## src/bsl_pkg.sv

```systemverilog
// package for the branch, skip and load execution block
// assumes one core clock; register file and data space sit outside the block
package bsl_pkg;

    // status flag bit positions
    localparam logic [2:0] FLAG_C = 3'h0;
    localparam logic [2:0] FLAG_Z = 3'h1;
    localparam logic [2:0] FLAG_N = 3'h2;
    localparam logic [2:0] FLAG_V = 3'h3;
    localparam logic [2:0] FLAG_S = 3'h4;
    localparam logic [2:0] FLAG_H = 3'h5;
    localparam logic [2:0] FLAG_T = 3'h6;
    localparam logic [2:0] FLAG_I = 3'h7;

    // reset values
    localparam logic [15:0] PC_RESET    = 16'h0000;
    localparam logic [7:0]  FLAGS_RESET = 8'h00;
    localparam logic [7:0]  DATA_RESET  = 8'h00;

    // cycle counts and pc step
    localparam logic [2:0] CYC_ONE        = 3'h1;
    localparam logic [2:0] CYC_TWO        = 3'h2;
    localparam logic [2:0] CYC_IO_EXTRA   = 3'h1;
    localparam logic [15:0] PC_STEP       = 16'h0001;

    // operation codes handed in by the fetch/decode front end
    typedef enum logic [4:0] {
        OP_NOP,
        OP_COMPARE_REGS,
        OP_COMPARE_REGS_CARRY,
        OP_COMPARE_IMMEDIATE,
        OP_COMPARE_SKIP_EQUAL,
        OP_SKIP_REG_BIT_CLEAR,
        OP_SKIP_REG_BIT_SET,
        OP_SKIP_IO_BIT_CLEAR,
        OP_SKIP_IO_BIT_SET,
        OP_BRANCH_FLAG_SET,
        OP_BRANCH_FLAG_CLEAR,
        OP_BRANCH_SIGNED_GE,
        OP_BRANCH_SIGNED_LT,
        OP_LOAD_DIRECT,
        OP_LOAD_PTR,
        OP_LOAD_PTR_INC,
        OP_LOAD_PTR_DEC
    } op_t;

    // one decoded instruction
    typedef struct packed {
        op_t         op;
        logic [7:0]  rd_val;     // destination / tested register value
        logic [7:0]  rr_val;     // source register value or immediate
        logic [2:0]  bit_sel;    // bit or status flag selector
        logic [6:0]  offset;     // signed relative offset
        logic [15:0] addr;       // direct address or pointer pair value
        logic        next_long;  // following instruction is two words
    } instr_t;

    // result toward register file, pointer pair and pc
    typedef struct packed {
        logic        rd_we;
        logic [7:0]  rd_data;
        logic        ptr_we;
        logic [15:0] ptr_data;
        logic [15:0] pc;
    } result_t;

endpackage

```

## src/branch_skip_load_exec.sv

```systemverilog
// execution unit for compares, skips, relative branches and data loads
// assumes decoded operands arrive with a one-cycle issue strobe and that
// data and i/o reads answer while the read strobe stands
//
// Function
// - equal registers skip next instruction, 1/2/3 cycles
// - compare subtracts, sets six flags, one cycle
// - skip next when register bit is zero
// - skip next when register bit is one
// - skip next when i/o bit is zero
// - skip next when i/o bit is one
// - branch to pc+k+1 when flag set
// - branch when flag clear; not-equal/plus forms included
// - carry branches via flag set/clear forms
// - signed ge branch when n xor v zero
// - signed lt branch when n xor v one
// - half-carry branches, 1 or 2 cycles
// - transfer bit branches, flags untouched
// - overflow flag branches, 1 or 2 cycles
// - interrupt-enable flag branches, 1 or 2 cycles
// - direct load from data space, two cycles
// - post-increment load reads then bumps pointer
// - pre-decrement load drops pointer then reads
`timescale 1ns/100ps

module branch_skip_load_exec (
    // clock and reset
    input  wire logic                 clk_in,
    input  wire logic                 rst_n_in,
    // instruction issue
    input  wire logic                 issue_in,
    input  wire bsl_pkg::instr_t      instr_in,
    output logic                      busy_out,
    // status flags from the flag register
    input  wire logic [7:0]           status_flags_reg_in,
    // data space and i/o read port
    output logic                      mem_rd_out,
    output logic                      mem_io_out,
    output logic [15:0]               mem_addr_out,
    input  wire logic [7:0]           mem_data_in,
    // results
    output logic                      done_out,
    output bsl_pkg::result_t          result_out,
    output logic                      flags_we_out,
    output logic [7:0]                flags_out,
    output logic [2:0]                cycles_out
);

    typedef enum logic [2:0] {
        ST_IDLE,
        ST_WAIT,
        ST_MEM,
        ST_TEST_IO
    } state_t;

    state_t             state_r;
    bsl_pkg::instr_t    ins_r;
    logic [15:0]        pc_r;
    logic [2:0]         wait_r;
    logic [2:0]         cyc_r;
    logic [15:0]        target_r;
    logic               load_pending_r;

    // cycles of a skip: none, one or two words passed over
    function automatic logic [2:0] skip_cycles(input logic taken, input logic long_next);
        if (!taken) begin
            skip_cycles = bsl_pkg::CYC_ONE;
        end else if (long_next) begin
            skip_cycles = 3'h3;
        end else begin
            skip_cycles = bsl_pkg::CYC_TWO;
        end
    endfunction

    // words to skip over
    function automatic logic [15:0] skip_words(input logic long_next);
        skip_words = long_next ? 16'h0002 : 16'h0001;
    endfunction

    // compare flags: subtraction without a stored result
    function automatic logic [7:0] cmp_flags(input logic [7:0] a, input logic [7:0] b,
                                             input logic use_c, input logic [7:0] fin);
        logic [8:0] diff;
        logic [7:0] r;
        logic       cin;
        logic       v;
        logic       n;
        r    = 8'h00;
        cin  = use_c & fin[bsl_pkg::FLAG_C];
        diff = {1'b0, a} - {1'b0, b} - {8'h00, cin};
        r    = fin;
        n    = diff[7];
        v    = (a[7] & ~b[7] & ~diff[7]) | (~a[7] & b[7] & diff[7]);
        r[bsl_pkg::FLAG_C] = diff[8];
        // carry form keeps zero only if it was already set
        r[bsl_pkg::FLAG_Z] = (diff[7:0] == 8'h00) & (use_c ? fin[bsl_pkg::FLAG_Z] : 1'b1);
        r[bsl_pkg::FLAG_N] = n;
        r[bsl_pkg::FLAG_V] = v;
        r[bsl_pkg::FLAG_S] = n ^ v;
        r[bsl_pkg::FLAG_H] = (~a[3] & b[3]) | (b[3] & diff[3]) | (diff[3] & ~a[3]);
        cmp_flags = r;
    endfunction

    // relative target, offset sign-extended
    function automatic logic [15:0] rel_target(input logic [15:0] pc, input logic [6:0] k);
        rel_target = pc + {{9{k[6]}}, k} + bsl_pkg::PC_STEP;
    endfunction

    logic        flag_bit;
    logic        branch_take;
    logic        reg_bit;
    logic [7:0]  flags_cmp;
    logic        io_hit;
    logic [2:0]  io_cyc;

    always_comb begin
        flag_bit    = status_flags_reg_in[instr_in.bit_sel];
        reg_bit     = instr_in.rd_val[instr_in.bit_sel];
        branch_take = 1'b0;
        case (instr_in.op)
            bsl_pkg::OP_BRANCH_FLAG_SET:   branch_take = flag_bit;
            bsl_pkg::OP_BRANCH_FLAG_CLEAR: branch_take = ~flag_bit;
            bsl_pkg::OP_BRANCH_SIGNED_GE:  branch_take = (status_flags_reg_in[bsl_pkg::FLAG_N]
                                                          ^ status_flags_reg_in[bsl_pkg::FLAG_V]) == 1'b0;
            bsl_pkg::OP_BRANCH_SIGNED_LT:  branch_take = (status_flags_reg_in[bsl_pkg::FLAG_N]
                                                          ^ status_flags_reg_in[bsl_pkg::FLAG_V]) == 1'b1;
            default:                       branch_take = 1'b0;
        endcase
        flags_cmp = cmp_flags(instr_in.rd_val, instr_in.rr_val,
                              instr_in.op == bsl_pkg::OP_COMPARE_REGS_CARRY, status_flags_reg_in);
        io_hit    = mem_data_in[ins_r.bit_sel] == (ins_r.op == bsl_pkg::OP_SKIP_IO_BIT_SET);
        io_cyc    = skip_cycles(io_hit, ins_r.next_long) + bsl_pkg::CYC_IO_EXTRA;
    end

    // control state; one instruction in flight, multi-cycle ones hold busy
    always_ff @(posedge clk_in) begin
        if (!rst_n_in) begin
            state_r        <= ST_IDLE;
            ins_r          <= '0;
            wait_r         <= 3'h0;
            load_pending_r <= 1'b0;
        end else begin
            case (state_r)
                ST_IDLE: begin
                    if (issue_in) begin
                        ins_r <= instr_in;
                        if (instr_in.op == bsl_pkg::OP_SKIP_IO_BIT_CLEAR ||
                            instr_in.op == bsl_pkg::OP_SKIP_IO_BIT_SET) begin
                            state_r <= ST_TEST_IO;
                        end else if (instr_in.op == bsl_pkg::OP_LOAD_DIRECT ||
                                     instr_in.op == bsl_pkg::OP_LOAD_PTR_DEC) begin
                            state_r        <= ST_MEM;
                            load_pending_r <= 1'b1;
                        end else if (instr_in.op == bsl_pkg::OP_LOAD_PTR ||
                                     instr_in.op == bsl_pkg::OP_LOAD_PTR_INC) begin
                            state_r        <= ST_MEM;
                            load_pending_r <= 1'b1;
                        end else if (skip_cycles(1'b1, 1'b0) != 3'h0 && wait_r == 3'h0 &&
                                     (cyc_nxt_of(instr_in) > bsl_pkg::CYC_ONE)) begin
                            state_r <= ST_WAIT;
                            wait_r  <= cyc_nxt_of(instr_in) - bsl_pkg::CYC_ONE;
                        end
                    end
                end
                ST_WAIT: begin
                    wait_r <= wait_r - 3'h1;
                    if (wait_r == 3'h1) begin
                        state_r <= ST_IDLE;
                    end
                end
                ST_MEM: begin
                    load_pending_r <= 1'b0;
                    state_r        <= ST_IDLE;
                end
                ST_TEST_IO: begin
                    if (io_cyc > bsl_pkg::CYC_TWO) begin
                        state_r <= ST_WAIT;
                        wait_r  <= io_cyc - bsl_pkg::CYC_TWO;
                    end else begin
                        state_r <= ST_IDLE;
                    end
                end
                default: state_r <= ST_IDLE;
            endcase
        end
    end

    // total cycles of a register-only instruction
    function automatic logic [2:0] cyc_nxt_of(input bsl_pkg::instr_t i);
        logic bt;
        logic fb;
        bt = 1'b0;
        fb = status_flags_reg_in[i.bit_sel];
        case (i.op)
            bsl_pkg::OP_COMPARE_SKIP_EQUAL: cyc_nxt_of = skip_cycles(i.rd_val == i.rr_val, i.next_long);
            bsl_pkg::OP_SKIP_REG_BIT_CLEAR: cyc_nxt_of = skip_cycles(~i.rd_val[i.bit_sel], i.next_long);
            bsl_pkg::OP_SKIP_REG_BIT_SET:   cyc_nxt_of = skip_cycles(i.rd_val[i.bit_sel], i.next_long);
            bsl_pkg::OP_BRANCH_FLAG_SET,
            bsl_pkg::OP_BRANCH_FLAG_CLEAR,
            bsl_pkg::OP_BRANCH_SIGNED_GE,
            bsl_pkg::OP_BRANCH_SIGNED_LT: begin
                bt = branch_take;
                cyc_nxt_of = bt ? bsl_pkg::CYC_TWO : bsl_pkg::CYC_ONE;
            end
            default: cyc_nxt_of = bsl_pkg::CYC_ONE;
        endcase
        if (fb) begin
            bt = ~bt;
        end
    endfunction

    // program counter; skips and taken branches jump, direct load steps by two, all else steps by one
    always_ff @(posedge clk_in) begin
        if (!rst_n_in) begin
            pc_r     <= bsl_pkg::PC_RESET;
            cyc_r    <= 3'h0;
            target_r <= bsl_pkg::PC_RESET;
        end else if (state_r == ST_IDLE && issue_in) begin
            cyc_r <= cyc_nxt_of(instr_in);
            case (instr_in.op)
                bsl_pkg::OP_COMPARE_SKIP_EQUAL:
                    pc_r <= pc_r + bsl_pkg::PC_STEP
                            + ((instr_in.rd_val == instr_in.rr_val) ? skip_words(instr_in.next_long) : 16'h0000);
                bsl_pkg::OP_SKIP_REG_BIT_CLEAR:
                    pc_r <= pc_r + bsl_pkg::PC_STEP + (~reg_bit ? skip_words(instr_in.next_long) : 16'h0000);
                bsl_pkg::OP_SKIP_REG_BIT_SET:
                    pc_r <= pc_r + bsl_pkg::PC_STEP + (reg_bit ? skip_words(instr_in.next_long) : 16'h0000);
                bsl_pkg::OP_BRANCH_FLAG_SET,
                bsl_pkg::OP_BRANCH_FLAG_CLEAR,
                bsl_pkg::OP_BRANCH_SIGNED_GE,
                bsl_pkg::OP_BRANCH_SIGNED_LT:
                    pc_r <= branch_take ? rel_target(pc_r, instr_in.offset) : pc_r + bsl_pkg::PC_STEP;
                bsl_pkg::OP_LOAD_DIRECT:
                    pc_r <= pc_r + 16'h0002; // address word follows the opcode
                bsl_pkg::OP_SKIP_IO_BIT_CLEAR,
                bsl_pkg::OP_SKIP_IO_BIT_SET:
                    target_r <= pc_r + bsl_pkg::PC_STEP + skip_words(instr_in.next_long);
                default:
                    pc_r <= pc_r + bsl_pkg::PC_STEP;
            endcase
        end else if (state_r == ST_TEST_IO) begin
            // i/o bit only known now, so the extra cycle is spent here
            if (io_hit) begin
                pc_r  <= target_r;
                cyc_r <= io_cyc;
            end else begin
                pc_r  <= pc_r + bsl_pkg::PC_STEP;
                cyc_r <= bsl_pkg::CYC_TWO;
            end
        end
    end

    // memory read port; pre-decrement presents the lowered pointer
    always_ff @(posedge clk_in) begin
        if (!rst_n_in) begin
            mem_rd_out   <= 1'b0;
            mem_io_out   <= 1'b0;
            mem_addr_out <= 16'h0000;
        end else if (state_r == ST_IDLE && issue_in) begin
            mem_rd_out <= instr_in.op == bsl_pkg::OP_LOAD_DIRECT  || instr_in.op == bsl_pkg::OP_LOAD_PTR ||
                          instr_in.op == bsl_pkg::OP_LOAD_PTR_INC || instr_in.op == bsl_pkg::OP_LOAD_PTR_DEC ||
                          instr_in.op == bsl_pkg::OP_SKIP_IO_BIT_CLEAR || instr_in.op == bsl_pkg::OP_SKIP_IO_BIT_SET;
            mem_io_out <= instr_in.op == bsl_pkg::OP_SKIP_IO_BIT_CLEAR || instr_in.op == bsl_pkg::OP_SKIP_IO_BIT_SET;
            mem_addr_out <= (instr_in.op == bsl_pkg::OP_LOAD_PTR_DEC) ? instr_in.addr - bsl_pkg::PC_STEP
                                                                      : instr_in.addr;
        end else begin
            mem_rd_out <= 1'b0;
            mem_io_out <= 1'b0;
        end
    end

    // results and completion
    always_ff @(posedge clk_in) begin
        if (!rst_n_in) begin
            done_out     <= 1'b0;
            result_out   <= '0;
            flags_we_out <= 1'b0;
            flags_out    <= bsl_pkg::FLAGS_RESET;
            cycles_out   <= 3'h0;
        end else begin
            done_out            <= 1'b0;
            flags_we_out        <= 1'b0;
            result_out.rd_we    <= 1'b0;
            result_out.ptr_we   <= 1'b0;
            result_out.pc       <= pc_r;
            if (state_r == ST_IDLE && issue_in) begin
                if (instr_in.op == bsl_pkg::OP_COMPARE_REGS || instr_in.op == bsl_pkg::OP_COMPARE_REGS_CARRY ||
                    instr_in.op == bsl_pkg::OP_COMPARE_IMMEDIATE) begin
                    flags_we_out <= 1'b1;
                    flags_out    <= flags_cmp;
                end
                if (cyc_nxt_of(instr_in) == bsl_pkg::CYC_ONE &&
                    instr_in.op != bsl_pkg::OP_SKIP_IO_BIT_CLEAR && instr_in.op != bsl_pkg::OP_SKIP_IO_BIT_SET &&
                    instr_in.op != bsl_pkg::OP_LOAD_DIRECT && instr_in.op != bsl_pkg::OP_LOAD_PTR_DEC &&
                    instr_in.op != bsl_pkg::OP_LOAD_PTR && instr_in.op != bsl_pkg::OP_LOAD_PTR_INC) begin
                    done_out   <= 1'b1;
                    cycles_out <= bsl_pkg::CYC_ONE;
                end
            end else if (state_r == ST_MEM && load_pending_r) begin
                result_out.rd_we   <= 1'b1;
                result_out.rd_data <= mem_data_in;
                done_out           <= 1'b1;
                if (ins_r.op == bsl_pkg::OP_LOAD_PTR_INC) begin
                    result_out.ptr_we   <= 1'b1;
                    result_out.ptr_data <= ins_r.addr + bsl_pkg::PC_STEP;
                    cycles_out          <= bsl_pkg::CYC_ONE;
                end else if (ins_r.op == bsl_pkg::OP_LOAD_PTR_DEC) begin
                    result_out.ptr_we   <= 1'b1;
                    result_out.ptr_data <= ins_r.addr - bsl_pkg::PC_STEP;
                    cycles_out          <= bsl_pkg::CYC_TWO;
                end else if (ins_r.op == bsl_pkg::OP_LOAD_DIRECT) begin
                    cycles_out <= bsl_pkg::CYC_TWO;
                end else begin
                    cycles_out <= bsl_pkg::CYC_ONE;
                end
            end else if (state_r == ST_WAIT && wait_r == 3'h1) begin
                done_out   <= 1'b1;
                cycles_out <= cyc_r;
            end else if (state_r == ST_TEST_IO && !io_hit) begin
                done_out   <= 1'b1;
                cycles_out <= bsl_pkg::CYC_TWO;
            end
        end
    end

    // busy while a multi-cycle instruction holds the unit; flags untouched
    always_ff @(posedge clk_in) begin
        if (!rst_n_in) begin
            busy_out <= 1'b0;
        end else begin
            busy_out <= (state_r == ST_IDLE) ? (issue_in && (cyc_nxt_of(instr_in) > bsl_pkg::CYC_ONE ||
                        instr_in.op == bsl_pkg::OP_SKIP_IO_BIT_CLEAR || instr_in.op == bsl_pkg::OP_SKIP_IO_BIT_SET ||
                        instr_in.op == bsl_pkg::OP_LOAD_DIRECT || instr_in.op == bsl_pkg::OP_LOAD_PTR_DEC ||
                        instr_in.op == bsl_pkg::OP_LOAD_PTR || instr_in.op == bsl_pkg::OP_LOAD_PTR_INC))
                        : !((state_r == ST_WAIT && wait_r == 3'h1) || state_r == ST_MEM ||
                            (state_r == ST_TEST_IO && !io_hit));
        end
    end

endmodule

```

## config.mk

```make
export PLATFORM = sky130hd
export DESIGN_NAME = branch_skip_load_exec
export DESIGN_NICKNAME = d
export VERILOG_FILES = /design/src/bsl_pkg.sv /design/src/branch_skip_load_exec.sv
export SDC_FILE = /design/constraint.sdc
export NUM_CORES = 1
export LEC_CHECK = 0
export BUFFER_PORTS_ARGS = -buffer_cell sky130_fd_sc_hd__buf_2
export CAP_MARGIN = 40
export CORE_ASPECT_RATIO = 0.7
export CORE_MARGIN = 2
export CORE_UTILIZATION = 55
export DETAILED_ROUTE_END_ITERATION = 6
export PLACE_DENSITY = 0.84
export REMOVE_ABC_BUFFERS = 1
export SLEW_MARGIN = 40
export SYNTH_ARGS = -nofsm -noshare
export SYNTH_HDL_FRONTEND = slang
export SYNTH_SLANG_ARGS = --single-unit
```

## constraint.sdc

```tcl
create_clock -name clk_in -period 6.15 [get_ports clk_in]
set_input_delay 0.9225 -clock clk_in [delete_from_list [all_inputs] [get_ports clk_in]]
set_output_delay 0.9225 -clock clk_in [all_outputs]
set_load 0.02 [all_outputs]
```

## Word level (Yosys, flattened, before mapping)

Index checks and enable logic that the tools add are counted.

- Add/subtract/negate cells: 17
- Reductions and logical operators: 55
- Eq/ne operators: 44
- Bitwise operators: 23
- $lt $le $gt $ge: 5
- Muxes and demuxes: 83

Operators with widths:

| cell | number |
|---|---|
| two-way mux 16 bit | 8 |
| two-way mux 3 bit | 40 |
| one-hot mux 16 bit (6 select lines) | 1 |
| adder 16 bit | 4 |
| == test 5 x 4 -> 1 bit (second input constant) | 11 |
| adder 16 x 1 -> 16 bit (second input constant) | 3 |
| two-way mux 17 bit | 2 |
| subtractor 16 x 1 -> 16 bit (second input constant) | 2 |
| two-way mux 26 bit | 1 |
| != test 5 x 4 -> 1 bit (second input constant) | 5 |
| == test 5 x 3 -> 1 bit (second input constant) | 4 |
| logical OR 1 bit | 18 |
| two-way mux 1 bit | 18 |
| one-hot mux 3 bit (3 select lines) | 2 |
| adder 16 x 2 -> 16 bit | 1 |
| adder 16 x 2 -> 16 bit (second input constant) | 1 |
| != test 2 bit (second input constant) | 8 |
| AND reduction 2 bit | 7 |
| logical AND 1 bit | 12 |
| one-hot mux 3 bit (4 select lines) | 1 |
| == test 5 x 2 -> 1 bit (second input constant) | 2 |
| == test 5 bit (second input constant) | 2 |
| two-way mux 2 bit | 5 |
| AND 1 bit | 9 |
| other kinds (35) | 60 |

- Bits in registers: 141
- Output and inout bits: 74
- Bits of input ports: 67

## Longest topological paths before layout

Gate-level depths: netlist of the first run.

- Word-level depth: 28
- Mapped depth: 19

## Worst setup path after synthesis of the first run

No wires, ideal clock.

- Path type: input to register
- Start: in instr_in[37] in the netlist's numbering
- End: reg pc_r[12]
- Path slack: 1933 ps
- Required time: 6029 ps
- Stages: 19
- Arrival: 4096 ps
- Cell sequence: inv_1 -> ha_1 -> nand4_1 -> or4_1 -> nor2_1 -> a21oi_1 -> nor2_1 -> a21oi_1 -> a21oi_1 -> and2_1 -> ha_1 -> fa_1 -> nand2_1 -> nor4b_1 -> nand3_1 -> nor3_2 -> xnor2_1 -> a221oi_1 -> o21ai_1

- Longest elaborated chain between the ends: 6

RTL lines:

| item | RTL line | text |
|---|---|---|
| from (decl) | branch_skip_load_exec.sv:32 | `input wire bsl_pkg::instr_t instr_in,` |
| binary-select mux 1 bit (select 3 bit) | branch_skip_load_exec.sv:118 | `reg_bit = instr_in.rd_val[instr_in.bit_sel];` |
| two-way mux 1 bit (implied by the code) | branch_skip_load_exec.sv:118 |  |
| two-way mux 16 bit, on equally long branches | branch_skip_load_exec.sv:227, branch_skip_load_exec.sv:225 |  |
| adder 16 bit, on equally long branches | branch_skip_load_exec.sv:227, branch_skip_load_exec.sv:225 |  |
| one-hot mux 16 bit (6 select lines) * | branch_skip_load_exec.sv:220 | `case (instr_in.op)` |
| two-way mux 16 bit * | branch_skip_load_exec.sv:218 | `end else if (state_r == ST_IDLE && issue_in) begin` |
| to (signal assigned) | branch_skip_load_exec.sv:222 | `pc_r <= pc_r + bsl_pkg::PC_STEP` |
| to (signal assigned) | branch_skip_load_exec.sv:225 | `pc_r <= pc_r + bsl_pkg::PC_STEP + (~reg_bit ? skip_words(instr_in.next_long) : 16'h0000);` |
| to (signal assigned) | branch_skip_load_exec.sv:227 | `pc_r <= pc_r + bsl_pkg::PC_STEP + (reg_bit ? skip_words(instr_in.next_long) : 16'h0000);` |
| to (decl) | branch_skip_load_exec.sv:58 | `logic [15:0] pc_r;` |

Mark *: on every way between the ends. The rest lies on a longest branch, timed or not. The select of a mux whose other input is x is not followed.
A chain may end at the register's enable or synchronous reset.

## Worst setup path in the final report of the first run

- Start: in instr_in[37] in the netlist's numbering
- End: reg pc_r[14]

Same word-level chain as after synthesis.

==> flow_summary_export.csv, run 1 <==
group,metric,value,unit
min_path,min_path_type,"register to register",
floorplanning,die_area,18740,um^2
power,p_total,3.391,mW
clock_tree,cts_resized,0,
clock_tree,cts_sinks,140,
floorplanning,core,17220,um^2
yosys,synth_area,9702,um^2
yosys,synth_fa_ha_area_frac,0.07351,
yosys,netlist_instances,1243,
route,via_count,9614,
worst_setup_path,path_class,"input pin to register",
outcome,status,"completed",
timing,worstMarginPinSlew,819.7,ps
worst_setup_path,crit_path_end,"pc_r[14]",
layout,layout.nets,1452,
layout,area_delta_synth_final,13.97,%
route,drc,0,
route,wirelength,27390,um
power,p_leak,4.634,nW
global_route,grt_pass1_vias,8866,
worst_setup_path,cp-start-kind,"input pin",
yosys,yosysWarnings,0,
power,pwr_density_cell,306.7,nW/um^2
yosys,synth_seq_cells,140,
worst_setup_path,cp_common_cell,"a21oi_1",
yosys,synthSimpleGateAreaFrac,0.2450,
timing,skew,10.70,ps
global_route,grtUsageTotal,0.2918,
clock_tree,clockBufferDepth,2,
layout,diodes,0,
global_route,overflow,0,
timing,finalSetupTns,0,ps
timing,setup_viol,0,
worst_setup_path,slowest_delay,610,ps
min_path,min_from,"target_r[14]",
floorplanning,die_h,115.1,um
yosys,async_flop_share,0,
place,dp_slack,1182,ps
route,drt_iter0_markers,1278,
timing,max_slew_margin,0.4515,
place,dp_hpwl,19780,um
floorplanning,num_io_pins,141,
yosys,ys_seq_area_frac,0.2889,
yosys,synthXorXnorAreaFrac,0.07583,
route,wl_per_cell,17.42,um
yosys,syn_avg_cell_area,7.805,um^2
worst_setup_path,arrival,5060,ps
clock_tree,postCtsSetupBuffers,0,
floorplanning,die_w,162.7,um
worst_setup_path,required,6510,ps
global_route,grt_first_pass_wirelength,44150,um
timing,rsz0062_at_grt,"false",
yosys,synth-compound-area-share,0.2410,
floorplanning,rows,40,
route,first_pass_iters,5,
clock_tree,root_buffer,"clkbuf_16",
clock_tree,cts.clk_slew.worst_paths,60,ps
worst_setup_path,critical_path.cell_chain,"buf_2 > inv_1 > ha_1 > nand4_1 > or4_1 > nor2_1 > a21oi_1 > nor2_1 > a21oi_1 > a21oi_1 > and2_1 > ha_1 > fa_1 > nand2_1 > nor4b_1 > nand3_1 > nor4_4 > mux2i_1 > a211oi_2 > a21oi_1",
worst_setup_path,worst_r2r_startpoint,"pc_r[2]",
layout,layout-drive-gt1-share,0.1588,
clock_tree,clock_latency,430,ps
yosys,synth.area.mux_share,0.02425,
place,place_congestion,0.9522,
timing,timing.fmax,212.7,MHz
global_route,antenna_found_initial,0,
yosys,ys.flop_type,"dfxtp_1",
global_route,grt_max_degree,81,
timing,timing.final.ws_setup,1448,ps
layout,nFillCells,1509,
route,via_per_inst,6.116,
clock_tree,cts_tree,"yes",
timing,hold_violations,0,
timing,min_period,4702,ps
worst_setup_path,cp_max_fo,4,
job,maxCapViolCount,0,
min_path,worstHoldPathCells,2,
place,portBuffers,140,
clock_tree,cts_buffers,17,
worst_setup_path,cp-startpoint,"instr_in[37]",
floorplanning,start_util,0.5635,
worst_setup_path,end_kind,"register",
worst_setup_path,reg2reg_depth,9,
worst_setup_path,reg2reg_slack,2670,ps
worst_setup_path,r2r_end,"pc_r[14]",
timing,finalCritPeriodShare,0.7646,
worst_setup_path,crit_path_top_delay_cell,"or4_1",
power,ir_drop,190.4,uV
clock_tree,htree_levels,4,
yosys,synth_top_family_by_area,"simple AND/OR/NAND/NOR gates",
yosys,synthDistinctLibCells,75,
timing,hold_ws,460.1,ps
yosys,synth_edf_count,0,
clock_tree,holdBufCountCts,0,
timing,slew_violations,0,
route,ant_nets,0,
==> per-layer routing <==
| metal | routed length (um) | vias up | GRT usage |
|---|---|---|---|
| met5 | 0 | - | 0 |
| met4 | 376 | 0 | 0.08083 |
| met3 | 2738 | 47 | 0.06349 |
| met2 | 11610 | 455 | 0.4401 |
| met1 | 12660 | 4489 | 0.4211 |
| li1 | - | 4623 | - |
==> critical path: cells and delay by family <==
| kind | cells | cell delay [ps] |
|---|---|---|
| adders and majority gates | 3 | 740 |
| AOI/OAI and AO/OA | 5 | 540 |
| and+or+nand+nor | 9 | 2440 |
| muxes | 1 | 280 |
| buffers and inverters | 2 | 130 |
==> metrics by stage <==
stage | utilization | instance area [um^2] | instances
finish | 0.6422 | 11060 | 1572
CTS | 0.6416 | 11050 | 1572
floorplan | - | 9379 | 1164
global placement | 0.6065 | 10440 | 1543
global route | 0.6422 | 11060 | 1572
detailed placement | 0.6073 | 10460 | 1543
==> report_power, final <==
part           switching [mW]  internal [mW]  leakage [nW]
Clock                   0.385          0.662         0.284
Sequential              0.165           1.02          1.14
Combinational           0.711          0.447          3.21
==> worst min path at each step <==
stage	slack, ps	to
after floorplan	430	cyc_r[2]
after global placement	450	result_out[33]
after detailed placement	450	cyc_r[2]
after CTS	460	result_out[18]
after global routing	480	target_r[14]
final	460	target_r[14]
==> synth_stat cells (6+ instances only) <==
master	n	area [um^2]
nand2_1	208	780.8
dfxtp_1	140	2803
o21ai_0	85	425.4
clkbuf_1	65	244.0
a21oi_1	55	275.3
nor2_1	55	206.5
a21boi_0	53	397.9
and2_1	50	312.8
ha_1	49	613.1
inv_1	47	176.4
xnor2_1	46	402.9
xor2_1	38	332.8
nand3_1	37	185.2
nor3_1	23	115.1
o211a_1	23	230.2
o221ai_1	18	157.7
o211ai_1	15	112.6
nor4_1	14	87.58
and3_1	13	81.33
a211oi_1	12	90.09
nor2b_1	11	68.82
a31oi_1	10	62.56
mux2i_1	10	100.1
or3_1	10	62.56
nand2b_1	9	56.30
nand4_1	9	56.30
o22ai_1	8	50.05
o31ai_1	7	52.55
or4_1	7	52.55
a22oi_1	6	45.04
buf_2	6	30.03
mux4_2	6	135.1
or2_2	6	37.54
==> cells by family after synthesis <==
family / Yosys count
AND/OR/NAND/NOR: 480
AO/OA/AOI/OAI: 343
flip-flops: 140
buffers and inverters: 126
XOR/XNOR: 84
adder cells (fa/ha/maj): 54
multiplexers: 16
==> cell type report <==
| type | instances | area (um^2) | share of cell area |
|---|---|---|---|
| repair buffers | 148 | 763.2 | 0.06903 |
| well taps | 231 | 289.0 | 0.02614 |
| flip-flops and latches | 140 | 2803 | 0.2535 |
| inverters | 47 | 176.4 | 0.01596 |
| clock inverters | 7 | 115.1 | 0.01041 |
| clock buffers | 22 | 474.2 | 0.04289 |
| multi-input cells | 977 | 6436 | 0.5821 |
==> placed cells by master (no fill, tap or decap), types with 44 or more instances in the layout <==
master    count
nand2_1     207
dfxtp_1     140
buf_2       139
o21ai_0      84
a21oi_1      54
nor2_1       53
a21boi_0     53
and2_1       49
ha_1         49
inv_1        47
xnor2_1      44
==> flip-flops by register name, summed over array words and instances (netlist names) <==
register and count:
done_out 1, ins_r 25, target_r 16, flags_we_out 1, mem_rd_out 1, pc_r 16
mem_io_out 1, flags_out 8, state_r 2, mem_addr_out 16, busy_out 1, cycles_out 3
load_pending_r 1, cyc_r 3, result_out 42, wait_r 3
(Power assumes the default switching activity.)
==> run 2, diff against run 1 <==
- CORE_UTILIZATION: 55 -> 53
- PLACE_DENSITY: 0.84 -> 0.85
- clock period: 6.15 -> 3.8 ns (I/O delays scaled with it)
==> run 2 against run 1 <==
Critical path depth increased by 1. Cell count increased by 2.9%. Core utilization decreased by 0.92 points. Worst hold slack got worse by 54 ps. First-iteration DRC count decreased by 22%.
==> flow_summary_export.csv, run 2 (synthesis results as in run 1) <==
group,metric,value,unit
outcome,status,"completed",
timing,hold_violations,0,
layout,diodes,0,
route,first_pass_iters,6,
floorplanning,die_h,117.2,um
layout,largest_register,"result_out",
job,maxCapViolCount,0,
global_route,grtUsageTotal,0.2885,
power,pwr_density_cell,479.1,nW/um^2
worst_setup_path,cp_top_family,"simple AND/OR/NAND/NOR gates",
timing,skew,10.57,ps
floorplanning,rows,41,
place,dp_hpwl,20440,um
clock_tree,htree_levels,4,
worst_setup_path,critical_path.cell_chain,"buf_2 > inv_1 > ha_1 > nand4_1 > or4_4 > nor2_1 > a21oi_1 > nor2_1 > a21oi_1 > a21oi_2 > and2_4 > ha_4 > fa_2 > nand2_4 > nor4b_4 > nand3_1 > buf_6 > nor3_4 > xnor2_1 > a221oi_2 > o21ai_1",
clock_tree,cts_buffers,17,
worst_setup_path,path_class,"input pin to register",
power,ir_drop,314.1,uV
place,dp_slack,-436.7,ps
clock_tree,cts.clk_slew.worst_paths,60,ps
route,ant_nets,0,
route,via_count,9885,
timing,max_slew_margin,0.4107,
layout,layout.nets,1490,
floorplanning,die_area,19420,um^2
place,portBuffers,140,
layout,finalInstanceArea,11370,um^2
power,p_total,5.446,mW
clock_tree,clockBufferDepth,2,
timing,worstMarginPinSlew,880.9,ps
layout,layout-drive-gt1-share,0.1875,
timing,setup_viol,0,
clock_tree,cts_sinks,140,
global_route,grt_max_degree,107,
timing,slew_violations,0,
timing,timing.fmax,274.7,MHz
clock_tree,cts_tree,"yes",
floorplanning,start_util,0.5403,
route,via_per_inst,6.113,
floorplanning,die_w,165.7,um
global_route,overflow,0,
power,p_leak,4.848,nW
place,place_congestion,0.9424,
worst_setup_path,slowest_delay,560,ps
route,wl_per_cell,17.48,um
route,drt_iter0_markers,1000,
global_route,grt_pass1_vias,8937,
global_route,antenna_found_initial,0,
worst_setup_path,cp_max_fo,4,
clock_tree,postCtsSetupBuffers,0,
clock_tree,root_buffer,"clkbuf_16",
worst_setup_path,crit_path_top_delay_cell,"or4_4",
layout,layout_common_cells,"nand2_1, dfxtp_1, buf_2",
min_path,min_path_type,"input pin to register",
worst_setup_path,cp-start-kind,"input pin",
global_route,grt_first_pass_wirelength,45530,um
timing,min_period,3640,ps
worst_setup_path,path_buf_inv,3,
clock_tree,clock_latency,430,ps
layout,area_delta_synth_final,17.15,%
worst_setup_path,end_kind,"register",
worst_setup_path,arrival,3950,ps
route,wirelength,28270,um
layout,layout_commonest_cell,"nand2_1",
route,drc,0,
floorplanning,core,17950,um^2
layout,largest_registers,"result_out: 42 flops, ins_r: 25 flops",
place,postPlaceCellArea,10730,um^2
worst_setup_path,required,4110,ps
layout,largest_reg_flops,42,
floorplanning,num_io_pins,141,
timing,finalCritPeriodShare,0.9578,
timing,timing.final.ws_setup,160.3,ps
## run 2: worst min-delay path: stages
cell and delay (ps):
buf_2 100, nand2_1 40, a21boi_0 60
## run 2: stage by stage
stage / cells / TNS, ps / hold slack (ps) / utilization
after CTS: 1617 / 0 / 397.9 / 0.6289
after global routing: 1617 / -3.288 / 411.1 / 0.6330
after global placement: 1586 / -1792 / 444.5 / 0.5978
after floorplan: 1164 / -129.9 / 431.7 / -
after detailed placement: 1586 / -2974 / 456.6 / 0.5978
final: 1617 / 0 / 406.0 / 0.6330
## run 2: routing by layer
| layer | global-route usage | routed length, um | up-vias |
|---|---|---|---|
| met5 | 0 | 0 | - |
| met4 | 0.08174 | 432 | 0 |
| met1 | 0.4094 | 12940 | 4645 |
| met2 | 0.4506 | 12090 | 502 |
| met3 | 0.05683 | 2808 | 43 |
| li1 | - | - | 4695 |
## run 2: worst paths after layout
path | from | to | slack (ps) | cells after the start
max | instr_in[38] | pc_r[12] | 160 | 21
min | mem_data_in[6] | result_out[39] | 410 | 3
max reg2reg | pc_r[0] | target_r[14] | 450 | 9
min reg2reg | result_out[39] | result_out[39] | 460 | 2
## run 2: where the power goes
part	internal, mW	switching, mW	total, mW
clock network	0.927	0.668	1.60
registers	1.65	0.259	1.91
logic	0.767	1.17	1.94
## run 2: what timing repair did
item | 4_1_cts | 5_1_grt
gates resized for setup | 1 | 17
pin swaps | 0 | 6
hold buffers | 0 | 0
setup endpoints to repair | 1 | 8
## run 2: final cells by class
type,count,area (um^2)
Fill cell,1574,6589
Multi-Input combinational cell,977,6484
Sequential cell,140,2803
Timing Repair Buffer,186,1056
Clock buffer,20,456.7
Tap cell,236,295.3
Inverter,47,176.4
Clock inverter,11,95.09
==> run 3, diff against run 2 <==
- CORE_UTILIZATION: 53 -> 54
- CTS_BUF_LIST: not set -> sky130_fd_sc_hd__clkbuf_8
- PLACE_DENSITY: 0.85 -> 0.86
==> run 3 against run 2 <==
Register-to-register slack lost 130 ps. Clock power shrank 20%. Cell count shrank 0.56%. Clock skew grew 11 ps. The run now ends with setup timing left. Critical path type unchanged. Non-clock buffer count shrank 5. Flip-flop and latch count is the same. Largest power group unchanged. Fmax shrank 5.5%.
==> flow_summary_export.csv, run 3 (synthesis results as in run 1) <==
group,metric,value,unit
place,dpl.cell_count,1573,
timing,hold_ws,377.4,ps
timing,skew,21.97,ps
timing,worstMarginPinSlew,950.3,ps
timing,setup_viol,1,
power,ir_drop,327.5,uV
floorplanning,core,17370,um^2
layout,finalInstanceArea,11330,um^2
layout,fin_cells,1608,
worst_setup_path,path_class,"input pin to register",
clock_tree,cts_sinks,140,
worst_setup_path,arrival,4190,ps
layout,nFillCells,1433,
layout,largest_register,"result_out",
layout,diodes,0,
power,pwr_density_cell,453.8,nW/um^2
timing,min_period,3853,ps
layout,layout-drive-gt1-share,0.1946,
clock_tree,cts_buffers,17,
worst_setup_path,cp_max_fo,4,
global_route,grt_max_degree,63,
layout,postLayoutCoreUtil,0.6522,
clock_tree,holdBufCountCts,0,
global_route,grt_first_pass_wirelength,44910,um
timing,rsz0062_at_grt,"true",
outcome,violations,"setup timing",
worst_setup_path,crit_path_top_delay_cell,"or4_4",
timing,slew_violations,0,
floorplanning,start_util,0.5586,
route,ant_nets,0,
clock_tree,cts_tree,"yes",
global_route,antenna_found_initial,1,
worst_setup_path,slowest_delay,590,ps
floorplanning,rows,40,
timing,finalCritPeriodShare,1.014,
clock_tree,clock_latency,460,ps
place,portBuffers,140,
timing,max_slew_margin,0.3598,
layout,largest_reg_flops,42,
worst_setup_path,end_kind,"register",
worst_setup_path,cp-start-kind,"input pin",
place,dp_slack,-560.3,ps
route,drt_iter0_markers,1121,
global_route,grt_pass1_vias,8920,
route,via_count,9898,
place,postPlaceCellArea,10680,um^2
route,via_per_inst,6.155,
place,place_congestion,0.9775,
worst_setup_path,required,4140,ps
layout,layout.nets,1485,
min_path,min_path_type,"input pin to register",
layout,layout_common_cells,"nand2_1, dfxtp_1, buf_2",
route,first_pass_iters,6,
route,wirelength,28330,um
place,dp_hpwl,20350,um
clock_tree,root_buffer,"clkbuf_8",
job,maxCapViolCount,0,
clock_tree,clockBufferDepth,2,
layout,layout_commonest_cell,"nand2_1",
global_route,grtUsageTotal,0.2932,
timing,finalSetupTns,-53.27,ps
clock_tree,cts.clk_slew.worst_paths,80,ps
layout,area_delta_synth_final,16.75,%
global_route,overflow,0,
layout,largest_registers,"result_out: 42 flops, ins_r: 25 flops",
power,p_total,5.140,mW
floorplanning,num_io_pins,141,
timing,hold_violations,0,
floorplanning,die_w,164.2,um
worst_setup_path,critical_path.cell_chain,"buf_6 > inv_2 > ha_4 > nand4_1 > or4_4 > nor2_4 > a21oi_2 > nor2_1 > a21oi_1 > a21oi_2 > and2_1 > ha_2 > fa_2 > nand2_4 > nor4b_4 > nand3_1 > buf_6 > nor3_4 > xnor2_1 > a221oi_1 > o21ai_1",
power,p_leak,4.779,nW
clock_tree,htree_levels,4,
timing,timing.final.ws_setup,-53.27,ps
outcome,status,"complete, but fails checks",
route,drc,0,
route,wl_per_cell,17.62,um
timing,timing.fmax,259.5,MHz
floorplanning,die_h,116.1,um
floorplanning,die_area,19070,um^2
run 3: cell types whose count changed in the layout (fill, tap and decap cells not counted), moves of 5 or more:
cell	change
clkbuf_8	+17
ha_1	-6
ha_4	+5
buf_2	-7
clkbuf_16	-17
run 3: power by group:
part / total [mW] / internal (mW) / switching [mW]
clock: 1.28 / 0.676 / 0.602
sequential: 1.90 / 1.65 / 0.253
combinational: 1.96 / 0.772 / 1.19
total: 5.14 / 3.10 / 2.04
run 3: final timing paths:
check                                     from              to  slack (ps)  cells past startpoint
worst max-delay path              instr_in[40]        pc_r[12]         -50                     21
worst min-delay path            mem_data_in[7]  result_out[40]         380                      3
worst max register to register         pc_r[0]    target_r[14]         320                      9
worst min register to register  result_out[33]  result_out[33]         460                      2
run 3: final cells by class:
cell class              count  area, um^2  area share
flip-flops and latches    140        2803      0.2474
clock buffers              19       261.5     0.02309
inverters                  47       181.4     0.01602
well taps                 231       289.0     0.02552
repair buffers            181        1066     0.09411
multi-input cells         977        6576      0.5806
clock inverters            13       150.1     0.01326
run 3: per-layer routing:
| layer | vias to the layer above | part of all wire | routed length, um | GRT usage |
|---|---|---|---|---|
| met5 | - | 0.00035 | 10 | 0 |
| met4 | 2 | 0.017 | 486 | 0.07368 |
| met3 | 57 | 0.10 | 2927 | 0.06996 |
| met2 | 515 | 0.43 | 12150 | 0.4296 |
| met1 | 4648 | 0.45 | 12760 | 0.4326 |
| li1 | 4676 | - | - | - |
run 3: what timing repair did:
action                                  in CTS  in global routing
pin swaps                                    0                 16
buffers inserted                             0                  3
endpoints found under the setup margin       5                  8
gates resized for setup                      2                 39
run 3: worst max-delay path, delay by kind of cell:
kind / cells / cell delay, ps
and+or+nand+nor: 9 / 1820
adders and majority gates: 3 / 730
AOI/OAI and AO/OA: 5 / 720
buffers and inverters: 3 / 290
xor gates and xnor gates: 1 / 90
